[config.mk]
export PLATFORM = sky130hd
export DESIGN_NAME = irq_pending_active_priority
export DESIGN_NICKNAME = d
export VERILOG_FILES = /design/src/hdl/irq_pkg.sv /design/src/hdl/irq_edge_detect.sv /design/src/hdl/irq_priority_bank.sv /design/src/hdl/irq_pending_active_priority.sv
export VERILOG_INCLUDE_DIRS = /design/src /design/src/hdl
export SDC_FILE = /design/constraint.sdc
export NUM_CORES = 1
export LEC_CHECK = 0
export ABC_CLOCK_PERIOD_IN_PS = 70800
export BUFFER_PORTS_ARGS = -buffer_cell sky130_fd_sc_hd__buf_2
export CAP_MARGIN = 20
export CORE_MARGIN = 1.5
export CORE_UTILIZATION = 45
export CTS_CLUSTER_SIZE = 24
export DETAILED_ROUTE_END_ITERATION = 7
export GPL_ROUTABILITY_DRIVEN = 0
export HOLD_SLACK_MARGIN = 0.08
export SYNTH_ARGS = -nofsm -noshare
export SYNTH_HDL_FRONTEND = slang
export SYNTH_SLANG_ARGS = --single-unit
[constraint.sdc]
create_clock -name clk_in -period 70.8 [get_ports clk_in]
set_input_delay 10.62 -clock clk_in [delete_from_list [all_inputs] [get_ports clk_in]]
set_output_delay 10.62 -clock clk_in [all_outputs]
set_load 0.005 [all_outputs]
[src/hdl/irq_regs.svh]
/*
 * Register offsets, field positions, reset values and sizes of the
 * interrupt pending, active and priority block.
 * Assumes it is included by its bare name, before any use of its macros.
 */
`ifndef IRQ_REGS_SVH
`define IRQ_REGS_SVH

// ----------------------------------------------------------------------
// Sizes
// ----------------------------------------------------------------------
`define IRQ_COUNT 33
`define IRQ_NUM_W 6
`define REG_ADDR_W 12
`define REG_DATA_W 32
`define PRIO_W 4
`define PRIO_REG_COUNT 9
`define PRIO_WORD_W 4

// ----------------------------------------------------------------------
// Byte offsets inside the controller window
// ----------------------------------------------------------------------
`define OFS_SET_ENABLE 12'h100
`define OFS_CLEAR_ENABLE 12'h180
`define OFS_SET_PENDING 12'h200
`define OFS_CLEAR_PENDING 12'h280
`define OFS_ACTIVE 12'h300
`define OFS_PRIORITY 12'h400
`define OFS_BIT_SPAN 12'h008
`define OFS_PRIO_SPAN 12'h024

// ----------------------------------------------------------------------
// Field positions and reset values
// ----------------------------------------------------------------------
`define PRIO_LANE_W 8
`define PRIO_IMPL_LSB 4
`define FLAGS_RESET 1'b0
`define PRIO_RESET 4'h0
`define READ_ZERO 32'h0000_0000

`endif

[src/hdl/irq_pkg.sv]
/*
 * Types shared by the interrupt state block and its helpers.
 * Assumes irq_regs.svh is on the include path.
 */
`include "irq_regs.svh"
`default_nettype none

package irq_pkg;

   // -------------------------------------------------------------------
   // Register access port
   // -------------------------------------------------------------------
   typedef struct packed {
      logic wr;
      logic rd;
      logic [`REG_ADDR_W-1:0] addr;
      logic [3:0] byte_en;
      logic [`REG_DATA_W-1:0] wdata;
   } reg_req_t;

   typedef struct packed {
      logic rd_valid;
      logic [`REG_DATA_W-1:0] rd_data;
   } reg_rsp_t;

   // -------------------------------------------------------------------
   // Core exception events and chosen candidate
   // -------------------------------------------------------------------
   typedef struct packed {
      logic enter;
      logic leave;
      logic [`IRQ_NUM_W-1:0] num;
   } core_evt_t;

   typedef struct packed {
      logic valid;
      logic [`IRQ_NUM_W-1:0] num;
      logic [`PRIO_W-1:0] level;
   } cand_t;

   typedef enum {
      BANK_NONE,
      BANK_SET_EN,
      BANK_CLR_EN,
      BANK_SET_PEND,
      BANK_CLR_PEND,
      BANK_ACTIVE,
      BANK_PRIO
   } bank_sel_t;

endpackage

`default_nettype wire

[src/hdl/irq_edge_detect.sv]
/*
 * Rising edge finder for the peripheral request lines.
 * Assumes the lines come from logic on the same clock.
 */
`include "irq_regs.svh"
`default_nettype none

module irq_edge_detect #(
   parameter int NUM_IRQ = `IRQ_COUNT
) (
   input wire logic clk_in,
   input wire logic rst_in,
   input wire logic [NUM_IRQ-1:0] lines_in,
   output logic [NUM_IRQ-1:0] rise_out
);
   typedef struct packed {
      logic [NUM_IRQ-1:0] prev;
   } edge_state_t;

   edge_state_t state_reg;
   edge_state_t state_next;

   // -------------------------------------------------------------------
   // Edge logic
   // -------------------------------------------------------------------
   always_comb
   begin
      state_next = state_reg;
      state_next.prev = lines_in;
   end

   always_ff @(posedge clk_in or posedge rst_in)
   begin
      if (rst_in)
      begin
         state_reg <= '0;
      end
      else
      begin
         state_reg <= state_next;
      end
   end

   assign rise_out = lines_in & ~state_reg.prev;

endmodule

`default_nettype wire

[src/hdl/irq_priority_bank.sv]
/*
 * Priority field storage, four byte lanes per word, upper nibble kept.
 * Assumes the caller decodes the word index and gives byte enables.
 */
`include "irq_regs.svh"
`default_nettype none

module irq_priority_bank #(
   parameter int NUM_IRQ = `IRQ_COUNT
) (
   input wire logic clk_in,
   input wire logic rst_in,
   input wire logic wr_in,
   input wire logic [`PRIO_WORD_W-1:0] word_in,
   input wire logic [3:0] byte_en_in,
   input wire logic [`REG_DATA_W-1:0] wdata_in,
   output logic [NUM_IRQ-1:0][`PRIO_W-1:0] prio_out,
   output logic [`REG_DATA_W-1:0] word_out
);
   typedef struct packed {
      logic [NUM_IRQ-1:0][`PRIO_W-1:0] prio;
   } prio_state_t;

   prio_state_t state_reg;
   prio_state_t state_next;

   // -------------------------------------------------------------------
   // Byte lane writes
   // -------------------------------------------------------------------
   always_comb
   begin
      state_next = state_reg;
      for (int i = 0; i < NUM_IRQ; i++)
      begin
         // RQ10 single lane update
         if (wr_in && (int'(word_in) == i / 4) && byte_en_in[i % 4])
         begin
            // RQ14 low nibble dropped
            state_next.prio[i] = wdata_in[(i % 4) * `PRIO_LANE_W
               + `PRIO_IMPL_LSB +: `PRIO_W];
         end
      end
   end

   // -------------------------------------------------------------------
   // Read word assembly
   // -------------------------------------------------------------------
   always_comb
   begin
      word_out = `READ_ZERO;
      for (int j = 0; j < 4; j++)
      begin
         // RQ11 lane j holds field 4m+j
         if (int'(word_in) * 4 + j < NUM_IRQ)
         begin
            word_out[j * `PRIO_LANE_W + `PRIO_IMPL_LSB +: `PRIO_W] =
               state_reg.prio[int'(word_in) * 4 + j];
         end
      end
   end

   // -------------------------------------------------------------------
   // Storage
   // -------------------------------------------------------------------
   always_ff @(posedge clk_in or posedge rst_in)
   begin
      if (rst_in)
      begin
         // RQ17 fields cleared
         state_reg <= '0;
      end
      else
      begin
         state_reg <= state_next;
      end
   end

   assign prio_out = state_reg.prio;

endmodule

`default_nettype wire

[src/hdl/irq_pending_active_priority.sv]
/*
 * Per-interrupt enable, pending, active and priority state, with the
 * memory-mapped word and byte port and the best candidate for the core.
 * Assumes one access per cycle, aligned, and core enter/leave pulses.
 */
// Contract
// RQ1 - Clear-enable write of one disables; zero ignored; read shows enables.
// RQ2 - Set-pending write of one makes pending; zero ignored; read shows it.
// RQ3 - Set-pending one on an already pending interrupt changes nothing.
// RQ4 - Set-pending works on disabled interrupts; enable never gates pending.
// RQ5 - Clear-pending one removes pending; zero ignored; read shows pending.
// RQ6 - Clear-pending never touches the active flag.
// RQ7 - Active flag register is read-only, one bit per interrupt.
// RQ8 - Active bit reads one when active, also when active and pending.
// RQ9 - A 4-bit priority per interrupt held in nine words.
// RQ10 - Priority words take byte reads and writes without disturbing others.
// RQ11 - Word m lane zero holds interrupt 4m, lane three 4m+3.
// RQ12 - Priority fields cover interrupts zero through thirty-two.
// RQ13 - Set-enable one enables; disabled pending interrupt never offered.
// RQ14 - Only upper nibble of each priority byte kept; lower reads zero.
// RQ15 - Smaller priority value is more urgent; zero is highest.
// RQ16 - Pending on high line while not active, or on rising edge.
// RQ17 - Reset clears enable, pending, active and all priorities.
`include "irq_regs.svh"
`default_nettype none

module irq_pending_active_priority #(
   parameter int NUM_IRQ = `IRQ_COUNT
) (
   input wire logic clk_in,
   input wire logic rst_in,
   input wire irq_pkg::reg_req_t reg_req_in,
   output irq_pkg::reg_rsp_t reg_rsp_out,
   input wire logic [NUM_IRQ-1:0] irq_lines_in,
   input wire irq_pkg::core_evt_t core_evt_in,
   output logic [NUM_IRQ-1:0] enabled_out,
   output logic [NUM_IRQ-1:0] pending_out,
   output logic [NUM_IRQ-1:0] active_out,
   output irq_pkg::cand_t cand_out
);
   import irq_pkg::*;

   // -------------------------------------------------------------------
   // State
   // -------------------------------------------------------------------
   typedef struct packed {
      logic [NUM_IRQ-1:0] enable;
      logic [NUM_IRQ-1:0] pending;
      logic [NUM_IRQ-1:0] active;
      reg_rsp_t rsp;
      cand_t cand;
   } ctl_state_t;

   ctl_state_t state_reg;
   ctl_state_t state_next;

   logic [NUM_IRQ-1:0] rise;
   logic [NUM_IRQ-1:0][`PRIO_W-1:0] prio;
   logic [`REG_DATA_W-1:0] prio_word;
   logic prio_wr;
   logic [`PRIO_WORD_W-1:0] prio_idx;
   bank_sel_t sel;
   logic word_hi;

   // -------------------------------------------------------------------
   // Helper functions
   // -------------------------------------------------------------------
   function automatic logic [`REG_DATA_W-1:0] lane_mask(
      input logic [3:0] be
   );
      return {{8{be[3]}}, {8{be[2]}}, {8{be[1]}}, {8{be[0]}}};
   endfunction

   function automatic logic [`REG_DATA_W-1:0] bit_word(
      input logic [NUM_IRQ-1:0] v,
      input logic hi
   );
      logic [2*`REG_DATA_W-1:0] wide;
      wide = (2*`REG_DATA_W)'(v);
      return hi ? wide[2*`REG_DATA_W-1:`REG_DATA_W]
                : wide[`REG_DATA_W-1:0];
   endfunction

   function automatic logic [NUM_IRQ-1:0] bit_mask(
      input logic [`REG_DATA_W-1:0] d,
      input logic hi
   );
      logic [2*`REG_DATA_W-1:0] wide;
      wide = hi ? {d, `READ_ZERO} : {`READ_ZERO, d};
      return wide[NUM_IRQ-1:0];
   endfunction

   function automatic logic in_span(
      input logic [`REG_ADDR_W-1:0] a,
      input logic [`REG_ADDR_W-1:0] base,
      input logic [`REG_ADDR_W-1:0] span
   );
      return (a >= base) && (a < base + span);
   endfunction

   // RQ15 lower value wins
   function automatic cand_t pick_best(
      input logic [NUM_IRQ-1:0] ready,
      input logic [NUM_IRQ-1:0][`PRIO_W-1:0] lv
   );
      cand_t best;
      best = '0;
      for (int i = 0; i < NUM_IRQ; i++)
      begin
         if (ready[i] && (!best.valid || lv[i] < best.level))
         begin
            best.valid = 1'b1;
            best.num = `IRQ_NUM_W'(i);
            best.level = lv[i];
         end
      end
      return best;
   endfunction

   // -------------------------------------------------------------------
   // Address decode
   // -------------------------------------------------------------------
   always_comb
   begin
      if (in_span(reg_req_in.addr, `OFS_SET_ENABLE, `OFS_BIT_SPAN))
      begin
         sel = BANK_SET_EN;
      end
      else if (in_span(reg_req_in.addr, `OFS_CLEAR_ENABLE, `OFS_BIT_SPAN))
      begin
         sel = BANK_CLR_EN;
      end
      else if (in_span(reg_req_in.addr, `OFS_SET_PENDING, `OFS_BIT_SPAN))
      begin
         sel = BANK_SET_PEND;
      end
      else if (in_span(reg_req_in.addr, `OFS_CLEAR_PENDING, `OFS_BIT_SPAN))
      begin
         sel = BANK_CLR_PEND;
      end
      else if (in_span(reg_req_in.addr, `OFS_ACTIVE, `OFS_BIT_SPAN))
      begin
         sel = BANK_ACTIVE;
      end
      else if (in_span(reg_req_in.addr, `OFS_PRIORITY, `OFS_PRIO_SPAN))
      begin
         sel = BANK_PRIO;
      end
      else
      begin
         sel = BANK_NONE;
      end
   end

   assign word_hi = reg_req_in.addr[2];
   assign prio_idx = reg_req_in.addr[`PRIO_WORD_W+1:2];
   assign prio_wr = reg_req_in.wr && (sel == BANK_PRIO);

   // -------------------------------------------------------------------
   // Helpers
   // -------------------------------------------------------------------
   irq_edge_detect #(
      .NUM_IRQ(NUM_IRQ)
   ) u_edge (
      .clk_in(clk_in),
      .rst_in(rst_in),
      .lines_in(irq_lines_in),
      .rise_out(rise)
   );

   // RQ9 priority storage bank
   // RQ12 all fields covered
   irq_priority_bank #(
      .NUM_IRQ(NUM_IRQ)
   ) u_prio (
      .clk_in(clk_in),
      .rst_in(rst_in),
      .wr_in(prio_wr),
      .word_in(prio_idx),
      .byte_en_in(reg_req_in.byte_en),
      .wdata_in(reg_req_in.wdata),
      .prio_out(prio),
      .word_out(prio_word)
   );

   // -------------------------------------------------------------------
   // Next state
   // -------------------------------------------------------------------
   always_comb
   begin
      logic [`REG_DATA_W-1:0] wd;
      logic [NUM_IRQ-1:0] wmask;
      logic [NUM_IRQ-1:0] sw_set_en;
      logic [NUM_IRQ-1:0] sw_clr_en;
      logic [NUM_IRQ-1:0] sw_set_pend;
      logic [NUM_IRQ-1:0] sw_clr_pend;
      logic [NUM_IRQ-1:0] enter_mask;
      logic [NUM_IRQ-1:0] leave_mask;
      logic [NUM_IRQ-1:0] hw_set;
      logic [NUM_IRQ-1:0] ready;

      hw_set = '0;
      ready = '0;
      wd = reg_req_in.wdata & lane_mask(reg_req_in.byte_en);
      wmask = bit_mask(wd, word_hi);
      sw_set_en = '0;
      sw_clr_en = '0;
      sw_set_pend = '0;
      sw_clr_pend = '0;
      enter_mask = '0;
      leave_mask = '0;
      state_next = state_reg;

      if (reg_req_in.wr)
      begin
         case (sel)
            BANK_SET_EN:
            begin
               // RQ13 set-enable ones
               sw_set_en = wmask;
            end
            BANK_CLR_EN:
            begin
               // RQ1 clear-enable ones
               sw_clr_en = wmask;
            end
            BANK_SET_PEND:
            begin
               // RQ2 set-pending ones
               sw_set_pend = wmask;
            end
            BANK_CLR_PEND:
            begin
               // RQ5 clear-pending ones
               sw_clr_pend = wmask;
            end
            default:
            begin
               // RQ7 active word ignores writes
               sw_set_en = '0;
            end
         endcase
      end

      if (int'(core_evt_in.num) < NUM_IRQ)
      begin
         enter_mask[core_evt_in.num] = core_evt_in.enter;
         leave_mask[core_evt_in.num] = core_evt_in.leave;
      end

      state_next.enable = (state_reg.enable | sw_set_en) & ~sw_clr_en;

      // RQ16 level while idle or edge
      hw_set = rise | (irq_lines_in & ~state_reg.active & ~enter_mask);
      // RQ4 no enable term here
      // RQ3 OR keeps pending as is
      state_next.pending = hw_set | sw_set_pend
         | (state_reg.pending & ~sw_clr_pend & ~enter_mask);

      // RQ6 active untouched by clear
      // RQ8 active kept while pending again
      state_next.active = enter_mask
         | (state_reg.active & ~leave_mask);

      // RQ13 only enabled ones offered
      ready = state_next.pending & state_next.enable & ~state_next.active;
      state_next.cand = pick_best(ready, prio);

      state_next.rsp.rd_valid = reg_req_in.rd;
      state_next.rsp.rd_data = `READ_ZERO;
      if (reg_req_in.rd)
      begin
         case (sel)
            BANK_SET_EN, BANK_CLR_EN:
            begin
               // RQ1 read shows enables
               state_next.rsp.rd_data = bit_word(state_reg.enable, word_hi);
            end
            BANK_SET_PEND, BANK_CLR_PEND:
            begin
               // RQ5 read shows pending
               state_next.rsp.rd_data = bit_word(state_reg.pending, word_hi);
            end
            BANK_ACTIVE:
            begin
               // RQ7 active flags read
               state_next.rsp.rd_data = bit_word(state_reg.active, word_hi);
            end
            BANK_PRIO:
            begin
               // RQ11 lane layout
               state_next.rsp.rd_data = prio_word;
            end
            default:
            begin
               state_next.rsp.rd_data = `READ_ZERO;
            end
         endcase
      end
   end

   // -------------------------------------------------------------------
   // Registers
   // -------------------------------------------------------------------
   always_ff @(posedge clk_in or posedge rst_in)
   begin
      if (rst_in)
      begin
         // RQ17 flags cleared
         state_reg <= '0;
      end
      else
      begin
         state_reg <= state_next;
      end
   end

   // -------------------------------------------------------------------
   // Outputs
   // -------------------------------------------------------------------
   assign reg_rsp_out = state_reg.rsp;
   assign enabled_out = state_reg.enable;
   assign pending_out = state_reg.pending;
   assign active_out = state_reg.active;
   assign cand_out = state_reg.cand;

endmodule

`default_nettype wire

==> results.sh <==
export IMPL_fin_crit_ps=64170
export IMPL_routed_wl_mm=80.4
export IMPL_skew_ps=19.1
export IMPL_syn2layout_area_growth_pct=13.1
export IMPL_fp_dieH_um=221
export IMPL_drtIter0Drc=2127
export IMPL_track_usage=0.320
export IMPL_status="finished clean"
export IMPL_synth_compound_area_frac=0.260
export IMPL_via_per_inst=6.58
export IMPL_syn_num_nets=2463
export IMPL_dpl_hpwl_mm=60.5
export IMPL_start_kind="input port"
export IMPL_hold_class="reg -> reg"
export IMPL_post_route_period_util=0.906
export IMPL_leakage_uw=0.0107
export IMPL_cpPeakStageDelay_ps=680
export IMPL_p_sw_frac=0.284
export IMPL_grt_max_degree=183
export IMPL_layout_commonest_cell="dfrtp_1"
export IMPL_max_slew_margin=0.281
export IMPL_io_pins=236
export IMPL_fmax_mhz=15.6
export IMPL_layout_drive_gt1_share=0.238
export IMPL_peakVddDrop_uv=12.7
export IMPL_cp_slowest_cell="nor4_4"
export IMPL_cp_required_ps=71210
export IMPL_die_w_um=221
export IMPL_pwr_share_comb=0.143
export IMPL_crit_type="in -> reg"
export IMPL_synth_edf_count=0
export IMPL_start_util=0.459
export IMPL_yosysSeqAreaShare=0.359
export IMPL_layout_common_cells="dfrtp_1 (308), nand2_1 (241), buf_2 (233)"
export IMPL_pwr_share_seq=0.429
export IMPL_multi_input_area_sq_um=12700
export IMPL_switchingPower_uw=126
export IMPL_crit_top_cell="ha_1"
export IMPL_rsz0062_at_grt="no"
export IMPL_antenna_found_initial=1
export IMPL_fillers=4326
export IMPL_p_int_uw=316
export IMPL_critPathCaptureType="flip-flop"
export IMPL_holdBufCountCts=0
export IMPL_rows=79
export IMPL_cap_violations=0
export IMPL_coreArea_sq_um=46800
export IMPL_power_frac_clock=0.428
export IMPL_synth_fa_ha_area_frac=0.0314
export IMPL_crit_fanout=43
export IMPL_fin_setup_tns_ps=0
export IMPL_cp_arrival_ps=64580
export IMPL_seqCellArea_sq_um=7710
export IMPL_cts_buffer_depth=3
export IMPL_diodes=0
export IMPL_clkLatencyLatePin_ps=540
export IMPL_drv_slew=0
export IMPL_avgSynthCellArea_sq_um=9.24
export IMPL_clockRootBuffer="clkbuf_16"
export IMPL_first_global_vias=19687
export IMPL_grt_pass1_wl_mm=121
export IMPL_synth_top_family_by_area="compound AO/OA/AOI/OAI gates"
export IMPL_cts_tree="done"
export IMPL_hold_viol=0
export IMPL_synth_mux_area_frac=0.136
export IMPL_async_flop_share=1.00
export IMPL_grt_ovfl_total=0
export IMPL_ys_ff_latch=308
export IMPL_power_density_nw_per_um2=18.2
export IMPL_synth_flop_cell="dfrtp_1"
export IMPL_synth_xor_area_frac=0.00484
export IMPL_portBuffers=233
export IMPL_numCtsBuffers=35
export IMPL_synthCells=2321
export IMPL_cts_clk_slew_worst_paths_ps=60
export IMPL_htreeDepth=2
export IMPL_synthesis_area_sq_um=21500
export IMPL_vias=20622
export IMPL_holdWs_ps=554
export IMPL_worst_slew_pin_slew_ps=1070
export IMPL_netlist_cell_type_count=122
export IMPL_drtAntennaViolNets=0
export IMPL_ys_warnings_count=0
export IMPL_cts_sinks=308
export IMPL_synth_simple_area_share=0.162
export IMPL_setup_violations=0
export IMPL_wire_per_inst_um=25.7
export IMPL_nets=2644
export IMPL_dr_pass1_iters=6
export IMPL_die_area_sq_um=49000
export IMPL_drc=0
export IMPL_cts_repair_resized=0
export IMPL_post_cts_setup_buffers=0
export IMPL_largest_register_ffs=132
[power by group through the flow]
| stage | logic, uW | registers (uW) | clock network (uW) |
|---|---|---|---|
| 6_report | 63.2 | 190 | 189 |
| 5_1_grt | 69.3 | 190 | 197 |
| 4_1_cts | 62.4 | 189 | 190 |
| 3_5_place_dp | 62.1 | 192 | 0 |
| 3_3_place_gp | 61.1 | 192 | 0 |
| 2_1_floorplan | 39.5 | 190 | 0 |
[per-layer routing]
| metal | GRT usage | wire, um | share of wire |
|---|---|---|---|
| met4 | 0.124 | 3470 | 0.043 |
| met3 | 0.0540 | 6460 | 0.080 |
| met1 | 0.431 | 34100 | 0.42 |
| met5 | 0 | 12 | 0.00015 |
| met2 | 0.514 | 36400 | 0.45 |
[critical path: cells and delay by family]
kind	cells	cell delay (ps)
AO/OA/AOI/OAI	115	26770
adder cells (fa/ha/maj)	32	8950
buffers and inverters	26	2460
multiplexers	11	3320
AND/OR/NAND/NOR	69	12330
[through the flow]
step                      worst slack (ps)  power [uW]  area [sq um]  cells  utilization
final                                 6630         442         24300   3133        0.519
after global routing                  1900         456         24300   3133        0.519
after CTS                             7400         441         24300   3133        0.519
after detailed placement              7150         254         23100   3072        0.494
after global placement                7690         253         23100   3072        0.494
after floorplan                      15620         230         21500   2321            -
[synthesized netlist by cell type (8+ instances only)]
cell type / n / share of area
dfrtp_1: 308 / 0.36
nand2_1: 241 / 0.042
mux2_2: 165 / 0.087
nor2_1: 160 / 0.028
inv_1: 140 / 0.024
o21ai_0: 110 / 0.026
a21oi_1: 104 / 0.024
a31oi_1: 98 / 0.029
clkbuf_1: 77 / 0.013
nand3_1: 66 / 0.015
ha_1: 49 / 0.029
o22ai_1: 45 / 0.013
a21o_1: 34 / 0.012
and3_1: 33 / 0.0096
mux4_2: 32 / 0.034
nor3_1: 29 / 0.0068
a32oi_1: 28 / 0.011
o221ai_1: 28 / 0.011
and2_1: 26 / 0.0076
o211ai_1: 26 / 0.0091
mux2i_1: 25 / 0.012
a211oi_1: 24 / 0.0084
a22oi_1: 24 / 0.0084
nand2b_1: 24 / 0.0070
nor2b_1: 23 / 0.0067
a211o_1: 18 / 0.0073
o21a_1: 18 / 0.0063
or3_1: 17 / 0.0050
nand4_1: 16 / 0.0047
a222oi_1: 15 / 0.0070
o21ai_1: 14 / 0.0033
buf_1: 11 / 0.0019
nor4_1: 11 / 0.0032
o211a_1: 11 / 0.0051
o31ai_1: 10 / 0.0035
or2_2: 10 / 0.0029
buf_2: 8 / 0.0019
buf_4: 8 / 0.0028
o31a_1: 8 / 0.0033
[worst paths after layout]
check | start | end | slack (ps) | cells after the start
min in group asynchronous | rst_in | reg_rsp_out[2]$_DFF_PP0_ | 10200 | 2
min | enabled_out[3]$_DFF_PP0_ | reg_rsp_out[3]$_DFF_PP0_ | 550 | 2
max in group asynchronous | rst_in | cand_out[8]$_DFF_PP0_ | 59090 | 3
max reg2reg | active_out[0]$_DFF_PP0_ | cand_out[1]$_DFF_PP0_ | 17560 | 250
min reg2reg | enabled_out[3]$_DFF_PP0_ | reg_rsp_out[3]$_DFF_PP0_ | 550 | 2
max | reg_req_in[39] | cand_out[1]$_DFF_PP0_ | 6630 | 253
[cell type report]
type                       instances  share of cell area
clock buffer                      47              0.0417
multi-input combinational       1763               0.525
tap                              607              0.0313
sequential                       308               0.318
clock inverter                    14             0.00681
timing repair buffer             253              0.0548
inverter                         141              0.0221
[kinds of logic (layout without fill, tap and decap cells)]
logic type / after synthesis / after routing
xor+xnor: 11 / 11
buf+inv: 250 / 455
fa+ha+maj: 55 / 55
simple gates: 710 / 710
flops: 308 / 308
compound gates: 759 / 759
mux: 228 / 228
No activity file was read; power rests on OpenSTA's default activity.
